[src/include/ccr_defines.vh]
// Offsets, field positions, reset values and timing counts of the connectivity control register
`ifndef CCR_DEFINES_VH
`define CCR_DEFINES_VH

`define CCR_ADDR_W 6
`define CCR_OFFSET 6'h05
`define CCR_WIDTH 24
// Bits 17 and 18 come from the strap instead of this value
`define CCR_RESET_VAL 24'h080060

`define CCR_BIT_DP_VAR_PU 2
`define CCR_BIT_DP_PD 3
`define CCR_BIT_DM_PD 4
`define CCR_VTMR_LSB 7
`define CCR_VTMR_MSB 9
`define CCR_BIT_DLP_EN 10
`define CCR_BIT_AUTO_PU 11
`define CCR_BIT_XCVR_EN 12
`define CCR_BIT_PULL_OVR 13
`define CCR_MODE_LSB 14
`define CCR_MODE_MSB 16
`define CCR_BIT_COMB_SIG 17
`define CCR_BIT_DIR_SEL 18
`define CCR_BIT_XCVR_SEL 19
`define CCR_BIT_IDENT_LINE_PULLDOWN 20
`define CCR_BIT_IDENT_LINE_GROUND_PULSE 21
`define CCR_BIT_ID_PU_SRC 22
`define CCR_BIT_MINUS_LINE_PULSE 23

`define CCR_MODE_USB 3'h0
`define CCR_VTMR_OFF 3'h0
`define CCR_VTMR_CONT 3'h7

// Timing: clock rate, limit timer step, line pulse width
`define CCR_CLK_KHZ 40000
`define CCR_VTMR_STEP_MS 10
// Cycle counts sized to the timer: 10 ms and 10 us at 40 MHz
`define CCR_VTMR_STEP_CYC 24'h061A80
`define CCR_LINE_PULSE_US 10
`define CCR_LINE_PULSE_CYC 24'h000190
`define CCR_TMR_W 24

`endif

[src/hdl/ccr_timer.v]
// One-shot down counter used for the limit timer and the line pulses
`timescale 1ns/1ps
module ccr_timer (
	// Clock and reset
	input wire clk_sys_i,
	input wire sys_rst_i,
	// Control
	input wire start_i,
	input wire stop_i,
	input wire [23:0] load_i,
	// Status
	output wire busy_o
);

	reg [23:0] count_q;

	// Start reloads even while busy, so a rewrite restarts the interval
	always @(posedge clk_sys_i or posedge sys_rst_i) begin
		if (sys_rst_i) begin
			count_q <= 24'h000000;
		end else if (start_i) begin
			count_q <= load_i;
		end else if (stop_i) begin
			count_q <= 24'h000000;
		end else if (count_q != 24'h000000) begin
			count_q <= count_q - 24'h000001;
		end
	end

	assign busy_o = (count_q != 24'h000000);

endmodule

[src/hdl/ccr_regs.v]
// Connectivity control register with its steering logic
`timescale 1ns/1ps
`include "ccr_defines.vh"
module ccr_regs #(
	parameter [23:0] VTMR_STEP_CYC = `CCR_VTMR_STEP_CYC,
	parameter [23:0] LINE_PULSE_CYC = `CCR_LINE_PULSE_CYC
) (
	// Clock and reset
	input wire clk_sys_i,
	input wire sys_rst_i,
	// Register port from the serial interface decoder
	input wire [5:0] reg_addr_i,
	input wire reg_wr_i,
	input wire reg_rd_i,
	input wire [23:0] reg_wdata_i,
	output reg [23:0] reg_rdata_o,
	// Neighbouring control, same clock
	input wire boost_output_enable_i,
	// Pins, asynchronous
	input wire boot_strap_pin_i,
	input wire reset_low_pin_i,
	input wire usb_enable_pin_i,
	input wire transmit_enable_low_i,
	input wire line_se0_i,
	// Regulator control
	output wire five_volt_regulator_on_o,
	output wire limit_200ma_o,
	output wire limit_910ua_o,
	// Transceiver and line control
	output wire data_line_pulse_timer_enable_o,
	output wire transceiver_enable_o,
	output wire dp_var_pullup_o,
	output wire dp_pulldown_o,
	output wire dm_pulldown_o,
	output wire [2:0] interface_mode_o,
	output wire combined_data_signalling_o,
	output wire direction_select_o,
	// Identification and minus line
	output wire ident_line_pulldown_o,
	output wire ident_line_ground_pulse_o,
	output wire ident_pullup_source_select_o,
	output wire minus_line_pulse_o
);

	reg [23:0] ctrl_q;
	reg [1:0] strap_sync_q;
	reg [1:0] rstb_sync_q;
	reg [1:0] usben_sync_q;
	reg [1:0] transmit_enable_low_sync_q;
	reg [1:0] se0_sync_q;
	reg [1:0] strap_wait_q;
	reg strap_done_q;
	reg vtmr_cont_q;
	reg ident_line_ground_pulse_prev_q;
	reg minus_line_pulse_prev_q;
	wire reg_sel;
	wire reg_wr;
	wire [2:0] vtmr_code;
	wire vtmr_start;
	wire vtmr_busy;
	wire id_busy;
	wire dm_busy;
	wire usb_mode;
	wire txen_active;
	wire pulls_dropped;
	wire var_pullup_base;

	// Limit interval for codes 1 to 6, code times the step
	function [23:0] ccr_vtmr_load;
		input [2:0] code;
		input [23:0] step;
		begin
			ccr_vtmr_load = step * {21'h0, code};
		end
	endfunction

	assign reg_sel = (reg_addr_i == `CCR_OFFSET);
	assign reg_wr = reg_wr_i & reg_sel;
	assign vtmr_code = ctrl_q[`CCR_VTMR_MSB:`CCR_VTMR_LSB];

	// Pin synchronisers, second stage is the only reader of the first
	always @(posedge clk_sys_i or posedge sys_rst_i) begin
		if (sys_rst_i) begin
			strap_sync_q <= 2'h0;
			rstb_sync_q <= 2'h0;
			usben_sync_q <= 2'h0;
			transmit_enable_low_sync_q <= 2'h3;
			se0_sync_q <= 2'h0;
		end else begin
			strap_sync_q <= {strap_sync_q[0], boot_strap_pin_i};
			rstb_sync_q <= {rstb_sync_q[0], reset_low_pin_i};
			usben_sync_q <= {usben_sync_q[0], usb_enable_pin_i};
			transmit_enable_low_sync_q <= {transmit_enable_low_sync_q[0], transmit_enable_low_i};
			se0_sync_q <= {se0_sync_q[0], line_se0_i};
		end
	end

	// Strap is caught once the synchroniser has filled after release
	always @(posedge clk_sys_i or posedge sys_rst_i) begin
		if (sys_rst_i) begin
			strap_wait_q <= 2'h0;
			strap_done_q <= 1'b0;
		end else if (!strap_done_q) begin
			strap_wait_q <= strap_wait_q + 2'h1;
			if (strap_wait_q == 2'h2) begin
				strap_done_q <= 1'b1;
			end
		end
	end

	// Register storage; strap load takes the two style bits once
	always @(posedge clk_sys_i or posedge sys_rst_i) begin
		if (sys_rst_i) begin
			ctrl_q <= `CCR_RESET_VAL;
		end else begin
			if (reg_wr) begin
				ctrl_q <= reg_wdata_i;
			end
			if (!strap_done_q && strap_wait_q == 2'h2) begin
				ctrl_q[`CCR_BIT_COMB_SIG] <= strap_sync_q[1];
				ctrl_q[`CCR_BIT_DIR_SEL] <= strap_sync_q[1];
			end
		end
	end

	// Registered read data, unmapped addresses read zero
	always @(posedge clk_sys_i or posedge sys_rst_i) begin
		if (sys_rst_i) begin
			reg_rdata_o <= 24'h000000;
		end else if (reg_rd_i) begin
			reg_rdata_o <= reg_sel ? ctrl_q : 24'h000000;
		end
	end

	// Limit timer starts on every write of a finite code
	assign vtmr_start = reg_wr && (reg_wdata_i[`CCR_VTMR_MSB:`CCR_VTMR_LSB] != `CCR_VTMR_OFF) &&
		(reg_wdata_i[`CCR_VTMR_MSB:`CCR_VTMR_LSB] != `CCR_VTMR_CONT);

	// Code 7 has no printed interval, so it holds the limit until rewritten
	always @(posedge clk_sys_i or posedge sys_rst_i) begin
		if (sys_rst_i) begin
			vtmr_cont_q <= 1'b0;
		end else if (reg_wr) begin
			vtmr_cont_q <= (reg_wdata_i[`CCR_VTMR_MSB:`CCR_VTMR_LSB] == `CCR_VTMR_CONT);
		end
	end

	ccr_timer u_vtmr (
		.clk_sys_i(clk_sys_i),
		.sys_rst_i(sys_rst_i),
		.start_i(vtmr_start),
		.stop_i(reg_wr),
		.load_i(ccr_vtmr_load(reg_wdata_i[`CCR_VTMR_MSB:`CCR_VTMR_LSB], VTMR_STEP_CYC)),
		.busy_o(vtmr_busy)
	);

	// Regulator: enable wins, else on while the timer runs or code 7 holds the limit
	assign five_volt_regulator_on_o = boost_output_enable_i | vtmr_busy | vtmr_cont_q;
	assign limit_910ua_o = !boost_output_enable_i & (vtmr_busy | vtmr_cont_q);
	assign limit_200ma_o = !boost_output_enable_i & (vtmr_code == `CCR_VTMR_OFF);

	assign data_line_pulse_timer_enable_o = ctrl_q[`CCR_BIT_DLP_EN];
	assign interface_mode_o = ctrl_q[`CCR_MODE_MSB:`CCR_MODE_LSB];
	assign combined_data_signalling_o = ctrl_q[`CCR_BIT_COMB_SIG];
	assign direction_select_o = ctrl_q[`CCR_BIT_DIR_SEL];
	assign ident_line_pulldown_o = ctrl_q[`CCR_BIT_IDENT_LINE_PULLDOWN];
	assign ident_pullup_source_select_o = ctrl_q[`CCR_BIT_ID_PU_SRC];

	// Transceiver: mode USB and reset released, then bit or pin
	assign usb_mode = (interface_mode_o == `CCR_MODE_USB);
	assign transceiver_enable_o = usb_mode & rstb_sync_q[1] &
		(ctrl_q[`CCR_BIT_XCVR_EN] | (ctrl_q[`CCR_BIT_XCVR_SEL] & usben_sync_q[1]));

	// Pull network: override drops pulls during transmit
	assign txen_active = !transmit_enable_low_sync_q[1];
	assign pulls_dropped = ctrl_q[`CCR_BIT_PULL_OVR] & txen_active;
	assign var_pullup_base = (ctrl_q[`CCR_BIT_XCVR_SEL] ? usben_sync_q[1] : ctrl_q[`CCR_BIT_DP_VAR_PU]) |
		(ctrl_q[`CCR_BIT_AUTO_PU] & se0_sync_q[1]);
	assign dp_var_pullup_o = var_pullup_base & !pulls_dropped;
	assign dp_pulldown_o = ctrl_q[`CCR_BIT_DP_PD] & !pulls_dropped;
	assign dm_pulldown_o = ctrl_q[`CCR_BIT_DM_PD] & !pulls_dropped;

	// Line pulses fire on the rising edge of their bit; a held bit does not repeat
	always @(posedge clk_sys_i or posedge sys_rst_i) begin
		if (sys_rst_i) begin
			ident_line_ground_pulse_prev_q <= 1'b0;
			minus_line_pulse_prev_q <= 1'b0;
		end else begin
			ident_line_ground_pulse_prev_q <= ctrl_q[`CCR_BIT_IDENT_LINE_GROUND_PULSE];
			minus_line_pulse_prev_q <= ctrl_q[`CCR_BIT_MINUS_LINE_PULSE];
		end
	end

	ccr_timer u_ident_line_ground_pulse (
		.clk_sys_i(clk_sys_i),
		.sys_rst_i(sys_rst_i),
		.start_i(ctrl_q[`CCR_BIT_IDENT_LINE_GROUND_PULSE] & !ident_line_ground_pulse_prev_q),
		.stop_i(!ctrl_q[`CCR_BIT_IDENT_LINE_GROUND_PULSE]),
		.load_i(LINE_PULSE_CYC),
		.busy_o(id_busy)
	);

	ccr_timer u_minus_line_pulse (
		.clk_sys_i(clk_sys_i),
		.sys_rst_i(sys_rst_i),
		.start_i(ctrl_q[`CCR_BIT_MINUS_LINE_PULSE] & !minus_line_pulse_prev_q),
		.stop_i(!ctrl_q[`CCR_BIT_MINUS_LINE_PULSE]),
		.load_i(LINE_PULSE_CYC),
		.busy_o(dm_busy)
	);

	assign ident_line_ground_pulse_o = id_busy;
	assign minus_line_pulse_o = dm_busy;

endmodule

[config.mk]
export PLATFORM = sky130hd
export DESIGN_NAME = ccr_regs
export DESIGN_NICKNAME = d
export VERILOG_FILES = /design/src/hdl/ccr_timer.v /design/src/hdl/ccr_regs.v
export VERILOG_INCLUDE_DIRS = /design/src /design/src/include
export SDC_FILE = /design/constraint.sdc
export NUM_CORES = 1
export LEC_CHECK = 0
export BUFFER_PORTS_ARGS = -buffer_cell sky130_fd_sc_hd__buf_2
export CAP_MARGIN = 25
export CORE_MARGIN = 1.5
export CORE_UTILIZATION = 55
export CTS_CLUSTER_SIZE = 14
export DETAILED_ROUTE_END_ITERATION = 8
export PLACE_DENSITY = 0.87
export SLEW_MARGIN = 20
export SYNTH_ARGS = -nofsm -noshare
export SYNTH_HDL_FRONTEND = slang
export SYNTH_SLANG_ARGS = --single-unit
[constraint.sdc]
create_clock -name clk_sys_i -period 5 [get_ports clk_sys_i]
set_clock_uncertainty 0.1 [all_clocks]
set_input_delay 0.75 -clock clk_sys_i [delete_from_list [all_inputs] [get_ports clk_sys_i]]
set_output_delay 0.75 -clock clk_sys_i [all_outputs]
set_load 0.005 [all_outputs]
### Yosys cells after proc, flatten, opt, wreduce, memory -nomap -nowiden

Index checks and enable logic that the tools add are counted.

* bits in registers: 136
* output and inout port bits: 41
* input port bits: 40
* word-level logic and storage cells: 77

* reductions and logical operators: 17
* eq/ne operators: 6
* bitwise gates (word level): 18
* muxes and demuxes: 15
* $mul: 1
* $add $sub $neg: 4

Operators by type and width (number)
* 24-bit 2-to-1 mux: 10
* 24-bit nonzero test: 3
* 24-bit by 1-bit subtractor with 24-bit output, second input constant: 3
* 19-bit 2-to-1 mux: 1
* 12-bit by 3-bit multiplier with 15-bit output, first input constant: 1
* 1-bit bitwise AND: 13
* 6-bit by 3-bit == test with 1-bit output, second input constant: 1
* 1-bit zero test: 6
* 3-bit zero test: 2
* 3-bit by 2-bit != test with 1-bit output, second input constant: 2
* 3-bit nonzero test: 2
* 1-bit bitwise OR: 5
* 3-bit == test, second input constant: 1
* 1-bit logical AND: 3
* 1-bit 2-to-1 mux: 3
* 3-bit != test, second input constant: 1
* 2-bit by 1-bit adder with 2-bit output, second input constant: 1
* 2-bit == test, second input constant: 1
* 2-bit 2-to-1 mux: 1
* 2-bit nonzero test: 1

### Depth between registers and ports, before layout

* depth after elaboration: 5
* mapped depth: 9
* depth with buffers taken out: 8

### Cells and area by module

Synthesis repeated with hierarchy kept, for this count alone.

* cell total of the unflattened synthesis: 760
* area total of the unflattened synthesis: 7353.3 sq um

Modules (own cells, without submodules)
* ccr_timer: times used 3, cells each 174, area each 1510.2 sq um, sequential area each 600.6 sq um
* ccr_regs: times used 1, cells each 238, area each 2822.7 sq um, sequential area each 1607.8 sq um

### Least setup slack after synthesis

Ideal clock, no wire load.

* kind: register to output
* start point: reg u_vtmr.count_q[11]
* end point: out five_volt_regulator_on_o
* cell stages (with the launch flop): 8
* path buffers: 3
* arrival time: 2.487 ns
* data required time: 4.150 ns
* setup slack: 1.663 ns
* path through: dfrtp_1 or4_1 buf_2 or3_1 buf_2 or4_4 buf_6 or3_1

* cells in the longest elaborated chain, start to end: 3

RTL lines
* start: declaration: line ccr_timer.v:15 `reg [23:0] count_q;`
* start signal: assignment: line ccr_timer.v:22 `count_q <= load_i;`
* start signal: assignment: line ccr_timer.v:26 `count_q <= count_q - 24'h000001;`
* 24-bit nonzero test: line ccr_timer.v:30 `assign busy_o = (count_q != 24'h000000);`
* 1-bit bitwise OR (2 in series): line ccr_regs.v:158 `assign five_volt_regulator_on_o = boost_output_enable_i | vtmr_busy | vtmr_cont_q;`
* end: declaration: line ccr_regs.v:26 `output wire five_volt_regulator_on_o,`

No other way between the ends.

### Worst setup path in the final report

Ends and elaborated chain as after synthesis.

==> implementation parameters <==
Parameter                              Value

Run status
  Result of the run ... finished, final reports clean

Logic synthesis
  Predominant post-synthesis flop cell ... dfrtp_1
  Synth Net Count ... 767
  Syn Area/Cell ... 9.47 um^2
  Synth Register Bits ... 136
  Yosys Warn Count ... 0
  Synth cell types ... 61
  Number of synthesized flops with an enable pin ... 0
  Proportion of synthesized chip area in sequential cells ... 50.7%
  Share of synthesized registers carrying an async set or reset ... 100%
  Gate count of the mapped netlist ... 710
  Post-synthesis instance area ... 0.00672 mm^2

Routing
  Average routed wire per standard cell ... 16.2 um
  Post-route ant nets ... 0
  Via-per-instance ratio ... 5.96
  Total number of vias ... 5,592
  Routed wire length ... 15.2 mm
  Iteration-0 DRC count of the detailed router ... 539
  Detailed Routing Iterations Pass 1 ... 5
  Residual DRC count ... 0

STA
  Final Slew Violations ... 0
  Fmax ... 254 MHz
  Transition time at the pin with the least slew margin ... 820 ps
  Post-route setup TNS ... 0 ps
  Slew Limit Headroom ... 45.3%
  Count of final setup violators ... 0
  Final critical path time including I/O delays and setup ... 3930 ps
  Setup repair after global routing missed its margin ... no
  Number of endpoints with negative hold slack in the final report ... 0
  Final clock period utilization by the worst path ... 78.7%

Placement
  Dpl cells ... 906
  Quantity of I/O buffers inserted on ports ... 80
  Placed wire-length estimate ... 10.1 mm
  Gpl congestion ... 0.955

Pwr
  Peak ir drop on the vdd network ... 248 uV
  Total power density per cell area ... 491 mW/mm^2
  Leakage ... 3.64 nW

Layout
  Fillers ... 907
  Antenna Cells ... 0
  Number of nets in the layout ... 836
  Fraction of final layout cells sized beyond drive strength 1 ... 18.2%
  Area occupied by multi-input gates ... 0.00302 mm^2
  Area of all sequential standard cells ... 0.00341 mm^2
  Count of non-filler cells in the finished layout ... 939
  Most common cell after layout, fill and taps aside ... dfrtp_1
  Post-synthesis to final-layout area growth ... 17.1%
  Core utilization of the finished layout ... 65.8%
  Commonest cells after routing, fill and taps aside ... 131 x dfrtp_1, 114 x nand2_1, 80 x buf_2, 46 x nor2_1, 39 x a21oi_1

Worst setup path
  Data required time of the worst path ... 4150 ps
  Cell occurring most often along the worst timing path ... or3_1
  Maximum cell stage delay along the critical path ... 660 ps
  Max Fanout on Critical Path ... 7
  CP endpoint kind ... output pin
  Category of the worst setup path launch point ... flip-flop
  Critical path cell sequence ... or4_1 > or3_1 > or4_4 > or3_1 > buf_2
  Crit-path leading delay family ... simple AND/OR/NAND/NOR gates
  Count of buffering cells on the critical path with inverters included ... 1
  Library cell contributing the largest single delay on the critical path ... or4_1
  Crit path kind ... reg2out
  Critical Path AT ... 3080 ps

Clock tree
  Hold-fix buffers at CTS ... 0
  Post-CTS Setup Repair Bufs ... 0
  Cts repair resizes ... 0
  Count of H-tree levels built during CTS ... 4
  CTS tree ... done
  Count of clock tree sinks ... 136
  Clock latency reported for the late side of the worst-skew pair ... 420 ps
  Buffer levels on the longest clock path ... 2
  Clock tree root buffer cell ... clkbuf_16
  Clock transition at the registers of the reported paths ... 60 ps
  Inserted Clock Buffers ... 17

Floorplan
  Total I/O pin count ... 81
  Vertical extent of the die ... 114 um
  Chip width ... 114 um
  Die area ... 0.0129 mm^2
  Starting density of the core ... 56.2%
  Total core area ... 0.0120 mm^2
  Rows ... 40

Hold path
  Hold Crit Class ... in2async

GRT
  Largest net degree at the start of global routing ... 111
  Via count of the first global-routing pass ... 5,475
  Remaining Overflow, GRT ... 0
  Initial antenna violation count ... 0
  First-pass GRT wire length ... 25.5 mm
  Overall Global Routing Usage ... 24.8%

Flow run
  Max Cap Viol ... 0
==> cell usage after synthesis (6+ instances only) <==
cell type    n  share of area, %
o211ai_1     8              0.89
nand2b_1     9              0.84
clkbuf_1    26               1.5
a31oi_1      6              0.56
nand4_1      6              0.56
nor2_1      46               2.6
a21oi_1     39               2.9
o31ai_1     12               1.3
nand2_1    114               6.4
and2_1       6              0.56
or4_1       21               2.3
dfrtp_1    131                49
o21ai_0     29               2.2
or2_2        7              0.65
xor2_1      17               2.2
ha_1        17               3.2
nor4_1      16               1.5
inv_1       38               2.1
o22ai_1     24               2.2
nor3_1      12              0.89
xnor2_1     13               1.7
or3_1       30               2.8
==> registers in the layout, indices dropped and copies added, names as in the netlist, 24 cells and up <==
signal	cells
u_ident_line_ground_pulse.count_q	24
u_vtmr.count_q	24
ctrl_q	24
reg_rdata_o	24
u_minus_line_pulse.count_q	24
==> metal layers <==
layer | vias up | track usage (%) | routed length [um]
met5 | - | 0 | 0
met2 | 148 | 41.4 | 7800
met3 | 27 | 5.47 | 649
li1 | 2668 | - | -
met1 | 2749 | 31.8 | 6540
met4 | 0 | 9.83 | 248
==> path summary, 6_finish.rpt <==
kind                       slack [ps]  cells after the start                                                 to                                       start
setup reg to reg                 2110                      5          u_minus_line_pulse.count_q[1]$_DFFE_PP0P_  u_minus_line_pulse.count_q[19]$_DFFE_PP0P_
setup / recovery                 1070                      5                           five_volt_regulator_on_o              u_vtmr.count_q[11]$_DFFE_PP0P_
hold reg to reg                   250                      0                           rstb_sync_q[1]$_DFF_PP0_                    rstb_sync_q[0]$_DFF_PP0_
min in group clk_sys_i            250                      0                           rstb_sync_q[1]$_DFF_PP0_                    rstb_sync_q[0]$_DFF_PP0_
max in group asynchronous        3580                      4         u_minus_line_pulse.count_q[15]$_DFFE_PP0P_                                   sys_rst_i
hold / removal                    210                      2  u_ident_line_ground_pulse.count_q[22]$_DFFE_PP0P_                                   sys_rst_i
==> final cells by class <==
type / instances / area share (%)
timing repair buffer: 86 / 5.96
tap: 147 / 2.34
inverter: 38 / 1.88
clock inverter: 15 / 2.73
multi-input combinational: 500 / 38.4
sequential: 136 / 43.3
clock buffer: 17 / 5.40
==> per-stage QoR <==
stage | hold WS, ps | total power [mW] | setup slack, ps | cell area, um^2
2_1_floorplan | 231 | 2.25 | 519 | 6720
3_3_place_gp | 232 | 2.44 | 1580 | 7180
3_5_place_dp | 238 | 2.48 | 1540 | 7190
4_1_cts | 252 | 3.85 | 1070 | 7840
5_1_grt | 221 | 4.09 | 967 | 7870
6_report | 207 | 3.87 | 1070 | 7870
==> where the power goes <==
group	internal [mW]	switching, mW	leakage (nW)
combinational	0.436	0.629	1.55
clock	0.847	0.507	0.309
sequential	1.27	0.177	1.78
total	2.55	1.31	3.64
==> cells by family (layout without fill, tap and decap cells) <==
kind of cell             Yosys count  in the layout  synth area share, %
AND/OR/NAND/NOR                  299            299                 23.2
AO/OA/AOI/OAI                    152            152                 14.1
multiplexers                       2              2                0.316
adder cells (fa/ha/maj)           17             17                 3.16
buffers and inverters             74            156                 4.54
XOR/XNOR                          30             30                 3.91
flip-flops                       136            136                 50.7
Note: power is estimated with default switching activity, not from simulation.
